**src/hdl/sysclk_pkg.sv**
```systemverilog
// constants and types for the system clock select control block
package sysclk_pkg;
    localparam logic [3:0] SYSCLK_ADDR_OSCCTL = 4'h0;
    localparam logic [3:0] SYSCLK_ADDR_CLOCK_DIVIDER_REG = 4'h1;
    localparam logic [3:0] SYSCLK_ADDR_UNLOCK = 4'h2;
    localparam logic [3:0] SYSCLK_ADDR_PINSEL = 4'h3;
    localparam logic [3:0] SYSCLK_ADDR_STATUS = 4'h4;
    localparam logic [15:0] SYSCLK_KEY_FIRST = 16'h0046;
    localparam logic [15:0] SYSCLK_KEY_SECOND = 16'h0057;
    localparam int SYSCLK_CURRENT_SOURCE_FIELD_LSB = 12;
    localparam int SYSCLK_REQUESTED_OSC_FIELD_LSB = 8;
    localparam int SYSCLK_CLOCK_SWITCH_LOCK_BIT = 7;
    localparam int SYSCLK_PIN_ASSIGN_LOCK_BIT = 6;
    localparam int SYSCLK_PLLLOCK_BIT = 5;
    localparam int SYSCLK_FAIL_BIT = 3;
    localparam int SYSCLK_LPOSC_BIT = 1;
    localparam int SYSCLK_SWITCH_BIT = 0;
    localparam int SYSCLK_FAST_RC_POSTSCALE_LSB = 8;
    localparam logic [2:0] SYSCLK_FAST_RC_POSTSCALE_RESET = 3'h0;
    localparam logic [15:0] SYSCLK_PINSEL_RESET = 16'h1f1f;
    localparam logic [1:0] SYSCLK_SWITCH_MONITOR_CONFIG_SWONLY = 2'h1;
    localparam logic [2:0] SYSCLK_SRC_FRC = 3'h0;
    localparam logic [2:0] SYSCLK_SRC_FAST_RC_WITH_PLL = 3'h1;
    localparam logic [2:0] SYSCLK_SRC_PRI = 3'h2;
    localparam logic [2:0] SYSCLK_SRC_PRIPLL = 3'h3;
    localparam logic [2:0] SYSCLK_SRC_SEC = 3'h4;
    localparam logic [2:0] SYSCLK_SRC_LOW_POWER_RC_OSC = 3'h5;
    localparam logic [2:0] SYSCLK_SRC_FRC16 = 3'h6;
    localparam logic [2:0] SYSCLK_SRC_FRCN = 3'h7;
    localparam logic [1:0] SYSCLK_PRI_EC = 2'h0;
    localparam logic [1:0] SYSCLK_PRI_MS = 2'h1;
    localparam logic [1:0] SYSCLK_PRI_HS = 2'h2;
    localparam logic [1:0] SYSCLK_PRI_OFF = 2'h3;
    // unprogrammed configuration selects fast RC
    localparam logic [2:0] SYSCLK_CFG_DEFAULT = 3'h0;
    localparam int SYSCLK_MCLK_MHZ = 250;
    localparam int SYSCLK_PLL_START_US = 2;
    localparam int SYSCLK_PLL_START_CYC = SYSCLK_PLL_START_US * SYSCLK_MCLK_MHZ;
    localparam int SYSCLK_SWITCH_CYC = 8;
    localparam int SYSCLK_FCY_MAX_MHZ = 16;
    typedef enum logic [3:0] {
        SYSCLK_IDLE = 4'b0001,
        SYSCLK_KEY1 = 4'b0010,
        SYSCLK_OPEN = 4'b0100,
        SYSCLK_DONE = 4'b1000
    } sysclk_unlock_t;
    typedef enum logic [2:0] {
        SYSCLK_RUN = 3'b001,
        SYSCLK_WAIT = 3'b010,
        SYSCLK_SWAP = 3'b100
    } sysclk_switch_t;
endpackage

```
**src/hdl/sysclk_select_control.sv**
```systemverilog
// system clock source selection, switching, division and locks
`timescale 1ns/10ps
module sysclk_select_control
    import sysclk_pkg::*;
(
    input wire logic mclk,
    input wire logic rst,
    input wire logic [3:0] regAddr,
    input wire logic [15:0] regWdata,
    input wire logic regWrite,
    input wire logic regRead,
    output logic [15:0] regRdata,
    input wire logic [2:0] initialOscSelect,
    input wire logic [1:0] primaryModeSelect,
    input wire logic [1:0] switchMonitorConfig,
    input wire logic fastRcOsc,
    input wire logic primaryOsc,
    input wire logic secondaryOsc,
    input wire logic lowPowerRcOsc,
    input wire logic pllOut,
    input wire logic pllLockedRaw,
    output logic pllEnable,
    output logic [1:0] pllSourceSel,
    output logic wdtRefClk,
    output logic fscmRefClk,
    output logic oscillatorOutputClock,
    output logic instructionClock,
    output logic peripheralClock,
    output logic [2:0] clockMode,
    output logic [15:0] pinAssign
);

    ////////////////////////////////////////////////////////////////////////
    function automatic logic srcUsesPll(input logic [2:0] src);
        srcUsesPll = (src == SYSCLK_SRC_FAST_RC_WITH_PLL) || (src == SYSCLK_SRC_PRIPLL);
    endfunction

    function automatic logic isPllCross(input logic [2:0] a,
                                        input logic [2:0] b);
        isPllCross = ((a == SYSCLK_SRC_FAST_RC_WITH_PLL) && (b == SYSCLK_SRC_PRIPLL))
            || ((a == SYSCLK_SRC_PRIPLL) && (b == SYSCLK_SRC_FAST_RC_WITH_PLL));
    endfunction

    ////////////////////////////////////////////////////////////////////////
    // pin inputs: three flops, a change counts when stages two and three agree
    logic [5:0] syncA_q, syncB_q, syncC_q;
    logic [5:0] pinIn, pinStable_q;
    assign pinIn = {fastRcOsc, primaryOsc, secondaryOsc, lowPowerRcOsc,
                    pllOut, pllLockedRaw};
    always_ff @(posedge mclk)
    begin
        syncA_q <= pinIn;
        syncB_q <= syncA_q;
        syncC_q <= syncB_q;
    end
    always_ff @(posedge mclk)
    begin
        for (int i = 0; i < 6; i++)
        begin
            if (syncB_q[i] == syncC_q[i])
                pinStable_q[i] <= syncC_q[i];
        end
    end
    logic frcS, priS, secS, lprcS, pllS, pllLockS;
    assign {frcS, priS, secS, lprcS, pllS, pllLockS} = pinStable_q;

    ////////////////////////////////////////////////////////////////////////
    // register state
    logic [2:0] current_source_field_q, current_source_field_d;
    logic [2:0] requested_osc_field_q;
    logic clock_switch_lock_q, pin_assign_lock_q, lpOscEn_q, oswen_q, failFlag_q;
    logic [2:0] fast_rc_postscale_q;
    logic [15:0] pinAssign_q;
    logic cfgLoaded_q;
    sysclk_unlock_t unlock_q, unlock_d;
    sysclk_switch_t sw_q, sw_d;
    logic [3:0] swCnt_q;
    logic [9:0] pllCnt_q;
    logic pllStatus_q;

    // decoding of the configuration: 8 source codes from select and primary mode
    logic [2:0] cfgSrc;
    assign cfgSrc = ((initialOscSelect == SYSCLK_SRC_PRI
                      || initialOscSelect == SYSCLK_SRC_PRIPLL)
                     && primaryModeSelect == SYSCLK_PRI_OFF)
                    ? SYSCLK_CFG_DEFAULT : initialOscSelect;

    wire wrOsc = regWrite && (regAddr == SYSCLK_ADDR_OSCCTL);
    wire wrDiv = regWrite && (regAddr == SYSCLK_ADDR_CLOCK_DIVIDER_REG);
    wire wrKey = regWrite && (regAddr == SYSCLK_ADDR_UNLOCK);
    wire wrPin = regWrite && (regAddr == SYSCLK_ADDR_PINSEL);
    wire oscOpen = (unlock_q == SYSCLK_OPEN);
    wire oscWrOk = wrOsc && oscOpen;
    wire switchLocked = clock_switch_lock_q
        && (switchMonitorConfig == SYSCLK_SWITCH_MONITOR_CONFIG_SWONLY);
    wire switchReq = oswen_q && (sw_q == SYSCLK_RUN);
    wire switchRefused = isPllCross(current_source_field_q, requested_osc_field_q) || switchLocked;

    ////////////////////////////////////////////////////////////////////////
    // unlock sequence: two key words, then one write to the control reg
    always_comb
    begin
        unlock_d = unlock_q;
        case (unlock_q)
            SYSCLK_IDLE: if (wrKey && regWdata == SYSCLK_KEY_FIRST)
                unlock_d = SYSCLK_KEY1;
            SYSCLK_KEY1: if (wrKey && regWdata == SYSCLK_KEY_SECOND)
                unlock_d = SYSCLK_OPEN;
            else if (regWrite || regRead)
                unlock_d = SYSCLK_IDLE;
            SYSCLK_OPEN: if (regWrite || regRead)
                unlock_d = SYSCLK_DONE;
            SYSCLK_DONE: unlock_d = SYSCLK_IDLE;
            default: unlock_d = SYSCLK_IDLE;
        endcase
    end

    // switch engine: wait for the new source to settle, then swap
    always_comb
    begin
        sw_d = sw_q;
        current_source_field_d = current_source_field_q;
        case (sw_q)
            SYSCLK_RUN: if (switchReq && !switchRefused)
                sw_d = SYSCLK_WAIT;
            SYSCLK_WAIT: if (swCnt_q == 4'(SYSCLK_SWITCH_CYC - 1))
                sw_d = SYSCLK_SWAP;
            SYSCLK_SWAP:
            begin
                current_source_field_d = requested_osc_field_q;
                sw_d = SYSCLK_RUN;
            end
            default: sw_d = SYSCLK_RUN;
        endcase
    end

    always_ff @(posedge mclk)
    begin
        if (rst)
        begin
            unlock_q <= SYSCLK_IDLE;
            sw_q <= SYSCLK_RUN;
            swCnt_q <= 4'h0;
            cfgLoaded_q <= 1'b0;
        end
        else
        begin
            unlock_q <= unlock_d;
            sw_q <= sw_d;
            swCnt_q <= (sw_q == SYSCLK_WAIT) ? swCnt_q + 4'h1 : 4'h0;
            cfgLoaded_q <= 1'b1;
        end
    end

    // oscillator control register
    always_ff @(posedge mclk)
    begin
        if (rst)
        begin
            current_source_field_q <= SYSCLK_CFG_DEFAULT;
            requested_osc_field_q <= SYSCLK_CFG_DEFAULT;
            clock_switch_lock_q <= 1'b0;
            pin_assign_lock_q <= 1'b0;
            lpOscEn_q <= 1'b0;
            oswen_q <= 1'b0;
            failFlag_q <= 1'b0;
        end
        else if (!cfgLoaded_q)
        begin
            current_source_field_q <= cfgSrc;
            requested_osc_field_q <= cfgSrc;
        end
        else
        begin
            current_source_field_q <= current_source_field_d;
            if (oscWrOk)
            begin
                requested_osc_field_q <= regWdata[SYSCLK_REQUESTED_OSC_FIELD_LSB +: 3];
                clock_switch_lock_q <= regWdata[SYSCLK_CLOCK_SWITCH_LOCK_BIT];
                pin_assign_lock_q <= regWdata[SYSCLK_PIN_ASSIGN_LOCK_BIT];
                lpOscEn_q <= regWdata[SYSCLK_LPOSC_BIT];
            end
            // request bit clears when the switch ends or is refused
            if (switchReq && switchRefused)
                oswen_q <= 1'b0;
            else if (oscWrOk && regWdata[SYSCLK_SWITCH_BIT])
                oswen_q <= 1'b1;
            else if (sw_q == SYSCLK_SWAP)
                oswen_q <= 1'b0;
            // refused switch sets the fail flag; set wins over clear
            if (switchReq && switchRefused)
                failFlag_q <= 1'b1;
            else if (oscWrOk && !regWdata[SYSCLK_FAIL_BIT])
                failFlag_q <= 1'b0;
        end
    end

    always_ff @(posedge mclk)
    begin
        if (rst)
        begin
            fast_rc_postscale_q <= SYSCLK_FAST_RC_POSTSCALE_RESET;
            pinAssign_q <= SYSCLK_PINSEL_RESET;
        end
        else
        begin
            if (wrDiv)
                fast_rc_postscale_q <= regWdata[SYSCLK_FAST_RC_POSTSCALE_LSB +: 3];
            if (wrPin && !pin_assign_lock_q)
                pinAssign_q <= regWdata;
        end
    end

    ////////////////////////////////////////////////////////////////////////
    // pll start-up timer and lock status
    wire pllOn = srcUsesPll(current_source_field_q) || srcUsesPll(requested_osc_field_q);
    // a refused cross request must not retarget a pll that is running
    wire [2:0] pllFeed = srcUsesPll(current_source_field_q) ? current_source_field_q : requested_osc_field_q;
    always_ff @(posedge mclk)
    begin
        if (rst || !pllOn)
        begin
            pllCnt_q <= 10'h000;
            pllStatus_q <= 1'b0;
        end
        else
        begin
            if (pllCnt_q != 10'(SYSCLK_PLL_START_CYC))
                pllCnt_q <= pllCnt_q + 10'h001;
            pllStatus_q <= pllLockS
                || (pllCnt_q == 10'(SYSCLK_PLL_START_CYC));
        end
    end

    ////////////////////////////////////////////////////////////////////////
    // fast RC postscaler: divide by 2^(n+1), 1:2 .. 1:256
    logic [7:0] frcCnt_q;
    logic frcPrev_q;
    always_ff @(posedge mclk)
    begin
        if (rst)
        begin
            frcCnt_q <= 8'h00;
            frcPrev_q <= 1'b0;
        end
        else
        begin
            frcPrev_q <= frcS;
            if (frcS && !frcPrev_q)
                frcCnt_q <= frcCnt_q + 8'h01;
        end
    end
    wire frcDivN = frcCnt_q[fast_rc_postscale_q];
    wire frcDiv16 = frcCnt_q[3];

    // source mux; pll output only for the two pll modes
    logic selClk;
    always_comb
    begin
        case (current_source_field_q)
            SYSCLK_SRC_FRC: selClk = frcS;
            SYSCLK_SRC_FAST_RC_WITH_PLL: selClk = pllS;
            SYSCLK_SRC_PRI: selClk = priS;
            SYSCLK_SRC_PRIPLL: selClk = pllS;
            SYSCLK_SRC_SEC: selClk = secS;
            SYSCLK_SRC_LOW_POWER_RC_OSC: selClk = lprcS;
            SYSCLK_SRC_FRC16: selClk = frcDiv16;
            default: selClk = frcDivN;
        endcase
    end

    // divide by two on each rising edge of the selected clock
    logic oscOut_q, selPrev_q, fcy_q;
    logic pllEn_q, wdt_q;
    logic [1:0] pllSrc_q;
    always_ff @(posedge mclk)
    begin
        if (rst)
        begin
            oscOut_q <= 1'b0;
            selPrev_q <= 1'b0;
            fcy_q <= 1'b0;
            pllEn_q <= 1'b0;
            pllSrc_q <= 2'h0;
            wdt_q <= 1'b0;
        end
        else
        begin
            oscOut_q <= selClk;
            selPrev_q <= selClk;
            if (selClk && !selPrev_q)
                fcy_q <= !fcy_q;
            pllEn_q <= pllOn;
            // 01 fast RC, 10 primary, 00 none
            pllSrc_q <= (pllFeed == SYSCLK_SRC_FAST_RC_WITH_PLL) ? 2'h1 :
                        (pllFeed == SYSCLK_SRC_PRIPLL) ? 2'h2 : 2'h0;
            wdt_q <= lprcS;
        end
    end

    ////////////////////////////////////////////////////////////////////////
    // read data, one cycle after the strobe
    wire [15:0] oscWord = {1'b0, current_source_field_q, 1'b0, requested_osc_field_q, clock_switch_lock_q, pin_assign_lock_q,
                           pllStatus_q, 1'b0, failFlag_q, 1'b0, lpOscEn_q,
                           oswen_q};
    logic [15:0] rdMux;
    always_comb
    begin
        if (regAddr == SYSCLK_ADDR_OSCCTL)
            rdMux = oscWord;
        else if (regAddr == SYSCLK_ADDR_CLOCK_DIVIDER_REG)
            rdMux = {5'h00, fast_rc_postscale_q, 8'h00};
        else if (regAddr == SYSCLK_ADDR_PINSEL)
            rdMux = pinAssign_q;
        else if (regAddr == SYSCLK_ADDR_STATUS)
            rdMux = {12'h000, sw_q != SYSCLK_RUN, oscOpen, pllEn_q, 1'b0};
        else
            rdMux = 16'h0000;
    end
    logic [15:0] rdata_q;
    always_ff @(posedge mclk)
    begin
        if (rst)
            rdata_q <= 16'h0000;
        else
            rdata_q <= regRead ? rdMux : 16'h0000;
    end

    assign regRdata = rdata_q;
    assign pllEnable = pllEn_q;
    assign pllSourceSel = pllSrc_q;
    assign wdtRefClk = wdt_q;
    assign fscmRefClk = wdt_q;
    assign oscillatorOutputClock = oscOut_q;
    assign instructionClock = fcy_q;
    assign peripheralClock = fcy_q;
    assign clockMode = current_source_field_q;
    assign pinAssign = pinAssign_q;

    ////////////////////////////////////////////////////////////////////////
    AST_LOCKED_WRITE: assert property (@(posedge mclk) disable iff (rst)
        (wrPin && pin_assign_lock_q) |=> $stable(pinAssign_q))
        else $error("pin assignment changed while locked");
    AST_OPEN_WRITE: assert property (@(posedge mclk) disable iff (rst)
        (wrPin && !pin_assign_lock_q) |=> pinAssign_q == $past(regWdata))
        else $error("pin assignment write lost");
    AST_UNLOCK: assert property (@(posedge mclk) disable iff (rst)
        (wrOsc && !oscOpen && cfgLoaded_q && sw_q == SYSCLK_RUN)
        |=> $stable(requested_osc_field_q))
        else $error("control written without unlock");
    AST_NO_CROSS: assert property (@(posedge mclk) disable iff (rst)
        (switchReq && isPllCross(current_source_field_q, requested_osc_field_q))
        |=> sw_q == SYSCLK_RUN && failFlag_q)
        else $error("pll to pll switch not refused");
    AST_CLOCK_SWITCH_LOCK: assert property (@(posedge mclk) disable iff (rst)
        (switchReq && switchLocked) |=> sw_q == SYSCLK_RUN)
        else $error("switch while clock locked");
    AST_SWITCH_DONE: assert property (@(posedge mclk) disable iff (rst)
        (sw_q == SYSCLK_RUN && sw_d == SYSCLK_WAIT)
        |-> ##10 current_source_field_q == $past(requested_osc_field_q, 9))
        else $error("switch did not complete");
    AST_RESERVED: assert property (@(posedge mclk) disable iff (rst)
        (regRead && regAddr == SYSCLK_ADDR_OSCCTL)
        |=> (regRdata & 16'h8814) == 16'h0000)
        else $error("unimplemented bit reads as one");
    AST_PLL_OFF: assert property (@(posedge mclk) disable iff (rst)
        !pllOn |=> !pllStatus_q)
        else $error("lock status high with pll off");
    AST_CFG_LOAD: assert property (@(posedge mclk)
        $fell(rst) |=> current_source_field_q == $past(cfgSrc) && requested_osc_field_q == current_source_field_q)
        else $error("power-on source not from configuration");
    COV_SWITCH: cover property (@(posedge mclk) disable iff (rst)
        sw_q == SYSCLK_SWAP);
    COV_REFUSE: cover property (@(posedge mclk) disable iff (rst)
        switchReq && switchRefused);
    COV_PINLOCK: cover property (@(posedge mclk) disable iff (rst)
        wrPin && pin_assign_lock_q);
    COV_PLLLOCK: cover property (@(posedge mclk) disable iff (rst)
        $rose(pllStatus_q));
endmodule

```
**config.mk**
```make
export PLATFORM = sky130hd
export DESIGN_NAME = sysclk_select_control
export DESIGN_NICKNAME = d
export VERILOG_FILES = /design/src/hdl/sysclk_pkg.sv /design/src/hdl/sysclk_select_control.sv
export SDC_FILE = /design/constraint.sdc
export NUM_CORES = 1
export LEC_CHECK = 0
export ABC_CLOCK_PERIOD_IN_PS = 3210
export BUFFER_PORTS_ARGS = -buffer_cell sky130_fd_sc_hd__clkbuf_2
export CAP_MARGIN = 25
export CORE_MARGIN = 2
export CORE_UTILIZATION = 58
export CTS_CLUSTER_DIAMETER = 60
export DETAILED_ROUTE_END_ITERATION = 10
export MAX_ROUTING_LAYER = met4
export PLACE_DENSITY_LB_ADDON = 0.3
export SLEW_MARGIN = 25
export SYNTH_ARGS = -nofsm -noshare
export SYNTH_HDL_FRONTEND = slang
export SYNTH_SLANG_ARGS = --single-unit
```
**constraint.sdc**
```tcl
create_clock -name mclk -period 3.21 [get_ports mclk]
set_input_delay 0.321 -clock mclk [delete_from_list [all_inputs] [get_ports mclk]]
set_output_delay 0.321 -clock mclk [all_outputs]
set_load 0.005 [all_outputs]
```
==> impl_metrics.yaml, run 1 <==
cts:
  clk_pin_slew_ns: 0.10
  post-cts-setup-buffers: 0
  clockRootBuffer: "clkbuf_8"
  cts_hold_buf: 0
  cts.htree.levels: 3
  cts.sink_count: 108
  post_cts_resized: 0
  clockBufferDepth: 2
  numCtsBuffers: 9
  tritoncts: "done"
  clk_latency_ns: 0.37
critical_path:
  r2r_end: "instructionClock"
  r2r_setup_slack_ns: 1.18
  r2r-start: "clockMode[1]"
  critPathLaunchType: "flip-flop"
  cpMaxStageDelayCell: "mux4_2"
  slowest_delay_ns: 0.55
  rr_worst_depth: 4
  startpoint: "clockMode[1]"
  crit_type: "reg -> reg"
  end_kind: "flip-flop"
  cpMostUsedCell: "mux2_2"
  crit_required_ns: 3.48
  cp_max_fo: 8
  path_cells: "mux4_2 -> mux2_2 -> a22oi_1 -> mux2_2"
  cp.arrival_ns: 2.30
finish:
  layoutNonFillerInstCount: 600
  post-route-cell-area_mm2: 0.004732
  mostFrequentLayoutCells: "dfxtp_1, clkbuf_2, nand2_1, nor2_1, nand3_1"
  areaGrowthSynthToFinish_pct: 15.59
  antenna_cells: 0
  mostFrequentLayoutCell: "dfxtp_1"
  drive_above_1_share: 0.2163
  nets: 540
synth:
  synth_cells: 425
  avgSynthCellArea_um2: 9.633
  synth_edf_count: 6
  synth_flop_cell: "dfxtp_1"
  synth_area_leader_cell: "dfxtp_1"
  yosysWarnings: 0
  syn-cell-area_mm2: 0.004094
  syn_nets: 466
  synthTopCellsByArea: "dfxtp_1, nand2_1, edfxtp_1"
  synth_top_cell_area_share: 0.4988
  ys_seq_elements: 108
  yosysSeqAreaShare: 0.5428
  synthArstFlopShare: 0
  ys_types: 48
place:
  placed_area_mm2: 0.004548
  gp_congestion: 0.9433
  dp.cells: 584
  dp_hpwl_um: 6372
  port_buffers: 79
worst_hold_path:
  min_path_type: "in -> reg"
  hp-start: "lowPowerRcOsc"
  hold_path_depth: 1
  min_to: "syncA_q[2]"
pwr:
  leakagePower_nw: 1.988
  powerDensity_mw_per_mm2: 499.6
  ir_worst_vdd_mv: 0.3449
routing:
  vias: 3325
  wire_per_inst_um: 14.47
  drt_iter0_markers: 203
  route.final.wire_length_um: 8682
  first_pass_iters: 5
  post-route-drc-count: 0
  post_drt_via_cell_ratio: 5.542
  final_antenna_net_count: 0
global_routing:
  grt_pass1_vias: 2965
  grt.met2_usage: 0.3554
  met3_usage: 0.05467
  use_met1: 0.3033
  grt_max_degree: 36
  overflow: 0
  grt_first_pass_wirelength_um: 13800
  top_usage_layer: "met2"
  grt_usage: 0.2362
  antenna_found_initial: 0
floorplanning:
  rows: 30
  io_pins: 80
  die_area_mm2: 0.007747
  core_region_area_mm2: 0.006794
  die_x_um: 88.02
  die_y_um: 88.02
  start_util: 0.6026
timing:
  finalSetupViolCount: 0
  finClkSkew_ns: 0.01297
  rsz0062_at_grt: "false"
  max_slew.worst_pin.slew_ns: 0.9810
  finalHoldViolCount: 0
  finalCritPeriodShare: 0.6325
  setup-tns-final_ns: 0
  slew_violations: 0
  period_minus_slack_ns: 2.030
  hold_ws_ns: 0.04437
  fmax_ghz: 0.4925
  slew_headroom: 0.3400
job:
  maxCapViolations: 0
run_status:
  run_status: "finished, final reports clean"
[routing by layer]
layer  vias to the layer above  routed length, um
met3                        25                616
met1                      1532               3787
li1                       1624                  -
met5                         -                  0
met4                         0                290
met2                       144               3987
[cells in the mapped netlist, drive strengths merged (2+ instances only)]
| cell | instances |
|---|---|
| a22o | 9 |
| and4 | 4 |
| mux2i | 10 |
| o21ai | 5 |
| a21oi | 20 |
| o221ai | 3 |
| and2 | 4 |
| mux2 | 6 |
| clkbuf | 12 |
| nor4b | 2 |
| nor2 | 43 |
| nand2b | 3 |
| ha | 4 |
| nor4 | 5 |
| xor2 | 11 |
| and3 | 6 |
| inv | 11 |
| nand3 | 24 |
| nand3b | 7 |
| dfxtp | 102 |
| a32oi | 2 |
| nor2b | 9 |
| nand2 | 65 |
| buf | 6 |
| o31ai | 2 |
| nor3 | 6 |
| and3b | 2 |
| nor3b | 3 |
| xnor2 | 13 |
| a32o | 2 |
| edfxtp | 6 |
| nand4 | 4 |
| or4b | 3 |
| a2111oi | 2 |
[worst max path at each step]
stage / end / slack, ns
2_1_floorplan: instructionClock / 1.22
3_3_place_gp: unlock_q[0] / 1.13
3_5_place_dp: unlock_q[0] / 1.09
4_1_cts: instructionClock / 1.15
5_1_grt: pllCnt_q[1] / 1.04
6_report: instructionClock / 1.18
[cells by family after synthesis]
kind of cell	after synthesis	share of synthesized area
AO/OA/AOI/OAI	50	0.08436
XOR/XNOR	24	0.05134
adder cells (fa/ha/maj)	4	0.01223
buffers and inverters	29	0.02873
flip-flops	108	0.5428
multiplexers	17	0.04645
AND/OR/NAND/NOR	193	0.2341
[sequential cells by signal (all words and copies together) (netlist names), 4 cells and up]
register,count
swCnt_q,4
unlock_q,4
pinAssign,16
pllCnt_q,10
frcCnt_q,8
syncC_q,6
pinStable_q,6
syncA_q,6
syncB_q,6
regRdata,16
[critical path: cells and delay by family (launching register included)]
| kind | cells | cell delay (ns) |
|---|---|---|
| multiplexers | 3 | 1.20 |
| flip-flops | 1 | 0.52 |
| AO/OA/AOI/OAI | 1 | 0.21 |
[through the flow]
| stage | utilization | total power, W | worst slack, ns |
|---|---|---|---|
| floorplan | - | 0.001544 | 1.218 |
| global placement | 0.6694 | 0.001608 | 1.130 |
| detailed placement | 0.6694 | 0.001615 | 1.092 |
| CTS | 0.6965 | 0.002374 | 1.152 |
| global route | 0.6965 | 0.002461 | 1.042 |
| finish | 0.6965 | 0.002364 | 1.180 |
[where the power goes]
group	leakage [nW]	switching [W]	internal, W
logic	1.01	0.0000841	0.0000746
registers	0.892	0.0000324	0.00139
clock network	0.0911	0.000468	0.000311
total	1.99	0.000585	0.00178
[cell type report]
type                       count  area, um^2
fill                         544        2062
multi-input combinational    288        1754
timing repair buffer          81       410.4
inverter                      11       41.29
clock inverter                 6       46.29
tap                           96       120.1
clock buffer                  10       137.6
sequential                   108        2222
Power figures use the tool's default switching activity.
==> inputs of run 2 (changes only) <==
- ABC_CLOCK_PERIOD_IN_PS: 3210 -> 1900
- CORE_UTILIZATION: 58 -> 54
- clock period: 3.21 -> 1.9 ns (I/O delays scaled with it)
==> run 2 against run 1 <==
Clock power rose by 50%. Final cell count is 4.0% higher. Sequential power grew 68%. Die area increased by 7.1%. Flip-flop and latch count is the same. Worst hold slack better by 0.020 ns. Clock skew is 0.0065 ns lower. First-iteration DRC count shrank 20%. Combinational power grew 88%. Sequential share of layout area is 1.6 points lower. Core utilization fell by 2.5 points. Via count is 0.15% lower. Critical path type unchanged.
==> impl_metrics.yaml, run 2 (same netlist as run 1, synthesis figures left out) <==
run_status:
  run_status: "finished, final reports clean"
critical_path:
  crit_buf_inv: 0
  r2r_end: "instructionClock"
  crit_type: "reg -> reg"
  path_cells: "mux4_2 -> mux2_2 -> a22oi_1 -> mux2_2"
  cpMaxStageDelayCell: "mux4_2"
  critPathLaunchType: "flip-flop"
  r2r-start: "pinStable_q[5]"
  r2r_setup_slack_ns: 0.11
  cp.arrival_ns: 2.04
  slowest_delay_ns: 0.46
  end_kind: "flip-flop"
  rr_worst_depth: 4
  crit_family: "multiplexers"
  cpMostUsedCell: "mux2_2"
  crit_required_ns: 2.15
  cp_max_fo: 3
routing:
  post_drt_via_cell_ratio: 5.321
  wire_per_inst_um: 14.14
  final_antenna_net_count: 0
  vias: 3320
  wl_met1_um: 3901
  dr_wl_met2_um: 4131
  drt_iter0_markers: 162
  post-route-drc-count: 0
  route.final.wire_length_um: 8824
  wl_met3_um: 496
  routed.top_layer: "met4"
  first_pass_iters: 4
timing:
  finClkSkew_ns: 0.006479
  rsz0062_at_grt: "false"
  period_minus_slack_ns: 1.794
  setup-tns-final_ns: 0
  slew_headroom: 0.6666
  slew_violations: 0
  finalCritPeriodShare: 0.9442
  max_slew.worst_pin.slew_ns: 0.4988
  hold_ws_ns: 0.06456
  fmax_ghz: 0.5574
  finalSetupViolCount: 0
  finalHoldViolCount: 0
  timing.final.ws_setup_ns: 0.1060
cts:
  clockRootBuffer: "clkbuf_8"
  post_cts_resized: 0
  numCtsBuffers: 9
  clockBufferDepth: 2
  cts.sink_count: 108
  tritoncts: "done"
  clk_pin_slew_ns: 0.09
  clk_latency_ns: 0.35
  cts.htree.levels: 3
finish:
  mostFrequentLayoutCells: "dfxtp_1, clkbuf_2, nand2_1, nor2_1, nand3_1"
  nets: 562
  drive_above_1_share: 0.2305
  fillers: 609
  areaGrowthSynthToFinish_pct: 19.62
  multi_input_area_mm2: 0.001754
  antenna_cells: 0
  mostFrequentLayoutCell: "dfxtp_1"
  register_area_mm2: 0.002222
  final_util: 0.6716
worst_hold_path:
  min_path_type: "in -> reg"
  min_to: "pinAssign[12]"
  hold_path_depth: 3
  hp-start: "regWdata[12]"
floorplanning:
  io_pins: 80
  die_area_mm2: 0.008294
  start_util: 0.5614
  core_region_area_mm2: 0.007292
  die_x_um: 91.07
  rows: 31
  die_y_um: 91.07
pwr:
  powerDensity_mw_per_mm2: 790.5
  leakagePower_nw: 2.082
  ir_worst_vdd_mv: 0.7401
global_routing:
  overflow: 0
  grt_pass1_vias: 3266
  grt_first_pass_wirelength_um: 15010
  grt_max_degree: 36
  grt_usage: 0.2308
  antenna_found_initial: 0
place:
  dp_slack_ns: -0.1204
  port_buffers: 79
  gp_congestion: 0.9029
  dp_hpwl_um: 6800
job:
  maxCapViolations: 0
-- run 2: how the worst max path moves through the flow --
stage / startpoint / endpoint / slack [ns] / cells after the start
6_report: pinStable_q[5] / instructionClock / 0.11 / 4
5_1_grt: clockMode[1] / instructionClock / 0.01 / 4
4_1_cts: clockMode[1] / instructionClock / 0.09 / 4
3_5_place_dp: regWdata[10] / unlock_q[3] / -0.12 / 6
3_3_place_gp: regWdata[10] / unlock_q[3] / -0.03 / 6
2_1_floorplan: clockMode[1] / instructionClock / 0.01 / 5
-- run 2: layer usage --
metal / GRT usage / vias to the layer above
met5: - / -
met4: 0.1061 / 0
met3: 0.05560 / 23
met2: 0.3784 / 112
met1: 0.2684 / 1523
li1: - / 1662
-- run 2: area by class of cell --
type / instances / share of cell area
Clock buffer: 12 / 0.02759
Clock inverter: 3 / 0.003577
Inverter: 11 / 0.008431
Multi-Input combinational cell: 288 / 0.3582
Sequential cell: 108 / 0.4538
Tap cell: 99 / 0.02529
Timing Repair Buffer: 103 / 0.1231
-- run 2: timing repair --
item,4_1_cts,5_1_grt
hold buffers,6,0
endpoints found under the hold margin,6,0
buffers inserted,0,0
-- run 2: worst min-delay path, cell delays in order --
cell and delay (ns):
clkbuf_2 0.09, nand2_1 0.04, nand3_1 0.07
-- run 2: stage by stage --
step / power, W / cells / instance area, um^2
after global routing: 0.004044 / 624 / 4897
after detailed placement: 0.002747 / 603 / 4684
after global placement: 0.002736 / 603 / 4684
after floorplan: 0.002609 / 425 / 4098
final: 0.003871 / 624 / 4897
after CTS: 0.003892 / 624 / 4897
-- run 2: report_power, final --
part / switching (W) / leakage (nW) / internal (W) / total, W
clock network: 0.000701 / 0.0762 / 0.000468 / 0.00117
registers: 0.0000487 / 0.892 / 0.00235 / 0.00240
logic: 0.000150 / 1.11 / 0.000149 / 0.000299
total: 0.000900 / 2.08 / 0.00297 / 0.00387
==> inputs of run 3 (changes only) <==
- CORE_ASPECT_RATIO: unset -> 2
- MAX_ROUTING_LAYER: met4 -> unset
==> run 3 against run 2 <==
Maximum frequency about the same. Clock power rose by 66%. Non-clock buffer count is 4 higher. Critical path type unchanged. Critical endpoint unchanged. Largest cell class unchanged.
==> impl_metrics.yaml, run 3 (same netlist as run 1, synthesis figures left out) <==
run_status:
  run_status: "finished, final reports clean"
timing:
  slew_violations: 0
  slew_headroom: 0.6582
  finalSetupViolCount: 0
  rsz0062_at_grt: "false"
  period_minus_slack_ns: 1.793
  fmax_ghz: 0.5578
  finalCritPeriodShare: 0.9435
  max_slew.worst_pin.slew_ns: 0.5117
  finClkSkew_ns: 0.007032
  finalHoldViolCount: 0
cts:
  post-cts-setup-buffers: 0
  numCtsBuffers: 9
  cts.htree.levels: 3
  clk_latency_ns: 0.34
  post_cts_resized: 0
  cts_hold_buf: 6
  clk_pin_slew_ns: 0.07
  cts.sink_count: 108
  tritoncts: "done"
  clockRootBuffer: "clkbuf_16"
  clockBufferDepth: 2
finish:
  antenna_cells: 0
  post-route-cell-area_mm2: 0.005077
  areaGrowthSynthToFinish_pct: 24.02
  mostFrequentLayoutCell: "dfxtp_1"
  nets: 566
  mostFrequentLayoutCells: "dfxtp_1, clkbuf_2, nand2_1, nor2_1, nand3_1"
  final_util: 0.6780
  drive_above_1_share: 0.2434
  layoutNonFillerInstCount: 624
critical_path:
  startpoint: "pinStable_q[5]"
  cp.arrival_ns: 2.02
  crit_family: "multiplexers"
  crit_path_end: "instructionClock"
  crit_required_ns: 2.13
  crit_cells: 4
  cp_max_fo: 3
  cpMostUsedCell: "mux2_2"
  critPathLaunchType: "flip-flop"
  path_cells: "mux4_2 -> mux2_2 -> a22oi_1 -> mux2_2"
  rr_worst_depth: 4
  r2r-start: "pinStable_q[5]"
  r2r_setup_slack_ns: 0.11
  crit_type: "reg -> reg"
  slowest_delay_ns: 0.46
  cpMaxStageDelayCell: "mux4_2"
  r2r_end: "instructionClock"
  end_kind: "flip-flop"
  crit_buf_inv: 0
routing:
  first_pass_iters: 5
  route.final.wire_length_um: 9220
  drt_iter0_markers: 260
  final_antenna_net_count: 0
  vias: 3401
  wire_per_inst_um: 14.78
  post_drt_via_cell_ratio: 5.450
  post-route-drc-count: 0
global_routing:
  grt_usage: 0.2359
  antenna_found_initial: 0
  overflow: 0
  grt_first_pass_wirelength_um: 15300
  grt_pass1_vias: 3286
  grt_max_degree: 36
pwr:
  leakagePower_nw: 2.180
  powerDensity_mw_per_mm2: 914.3
  ir_worst_vdd_mv: 0.6752
floorplanning:
  rows: 45
  die_y_um: 127.1
  die_x_um: 65.57
  io_pins: 80
  die_area_mm2: 0.008336
  start_util: 0.5467
  core_region_area_mm2: 0.007488
job:
  maxCapViolations: 0
worst_hold_path:
  min_path_type: "in -> reg"
place:
  gp_congestion: 0.9034
  dp_hpwl_um: 6514
  port_buffers: 79
  dp.cells: 602
  placed_area_mm2: 0.004696
run 3: changes by cell type in the layout (fill, tap and decap cells not counted):
cell	before	now
clkbuf_8	9	3
clkinv_4	0	1
buf_12	1	0
clkbuf_1	3	0
inv_6	0	1
clkinv_2	2	0
bufinv_16	0	1
clkbuf_16	0	9
buf_4	17	22
run 3: cell type report:
cell class	instances	area (um^2)
Fill cell	599	2411
Tap cell	94	117.6
Clock buffer	12	266.5
Inverter	11	41.29
Clock inverter	4	55.05
Sequential cell	108	2222
Multi-Input combinational cell	288	1754
Timing Repair Buffer	107	620.6
run 3: worst min-delay path by stage:
| stage | startpoint | end | slack [ns] | cells past startpoint |
|---|---|---|---|---|
| after CTS | regWdata[12] | pinAssign[12] | 0.08 | 3 |
| after global placement | lowPowerRcOsc | syncA_q[2] | 0.29 | 1 |
| after floorplan | pllLockedRaw | syncA_q[0] | 0.22 | 0 |
| after detailed placement | pllOut | syncA_q[1] | 0.29 | 1 |
| after global routing | regWdata[12] | pinAssign[12] | 0.11 | 3 |
| final | regWdata[12] | pinAssign[12] | 0.09 | 3 |
run 3: layer usage:
metal	GRT usage	wire length [um]	up-vias
met1	0.3106	4033	1564
met3	0.03961	626	23
li1	-	-	1666
met4	0.1103	250	0
met5	0	0	-
met2	0.3745	4310	148
run 3: tightest hold or removal path, delay by kind of cell:
kind                   cells  cell delay (ns)
and+or+nand+nor            2             0.11
buffers and inverters      1             0.10
run 3: stage by stage:
| step | hold slack, ns | total power [W] | setup WS [ns] | setup TNS (ns) |
|---|---|---|---|---|
| 4_1_cts | 0.08206 | 0.004664 | 0.09636 | 0 |
| 3_3_place_gp | 0.2928 | 0.002733 | -0.1475 | -0.5552 |
| 6_report | 0.09437 | 0.004642 | 0.1073 | 0 |
| 5_1_grt | 0.1083 | 0.004808 | 0.05364 | 0 |
| 3_5_place_dp | 0.2949 | 0.002742 | -0.1561 | -0.6008 |
| 2_1_floorplan | 0.2177 | 0.002609 | 0.01451 | 0 |
run 3: where the power goes:
part	internal, W	switching (W)	leakage, nW
combinational	0.000148	0.000152	1.13
sequential	0.00236	0.0000503	0.892
clock	0.00114	0.000800	0.155
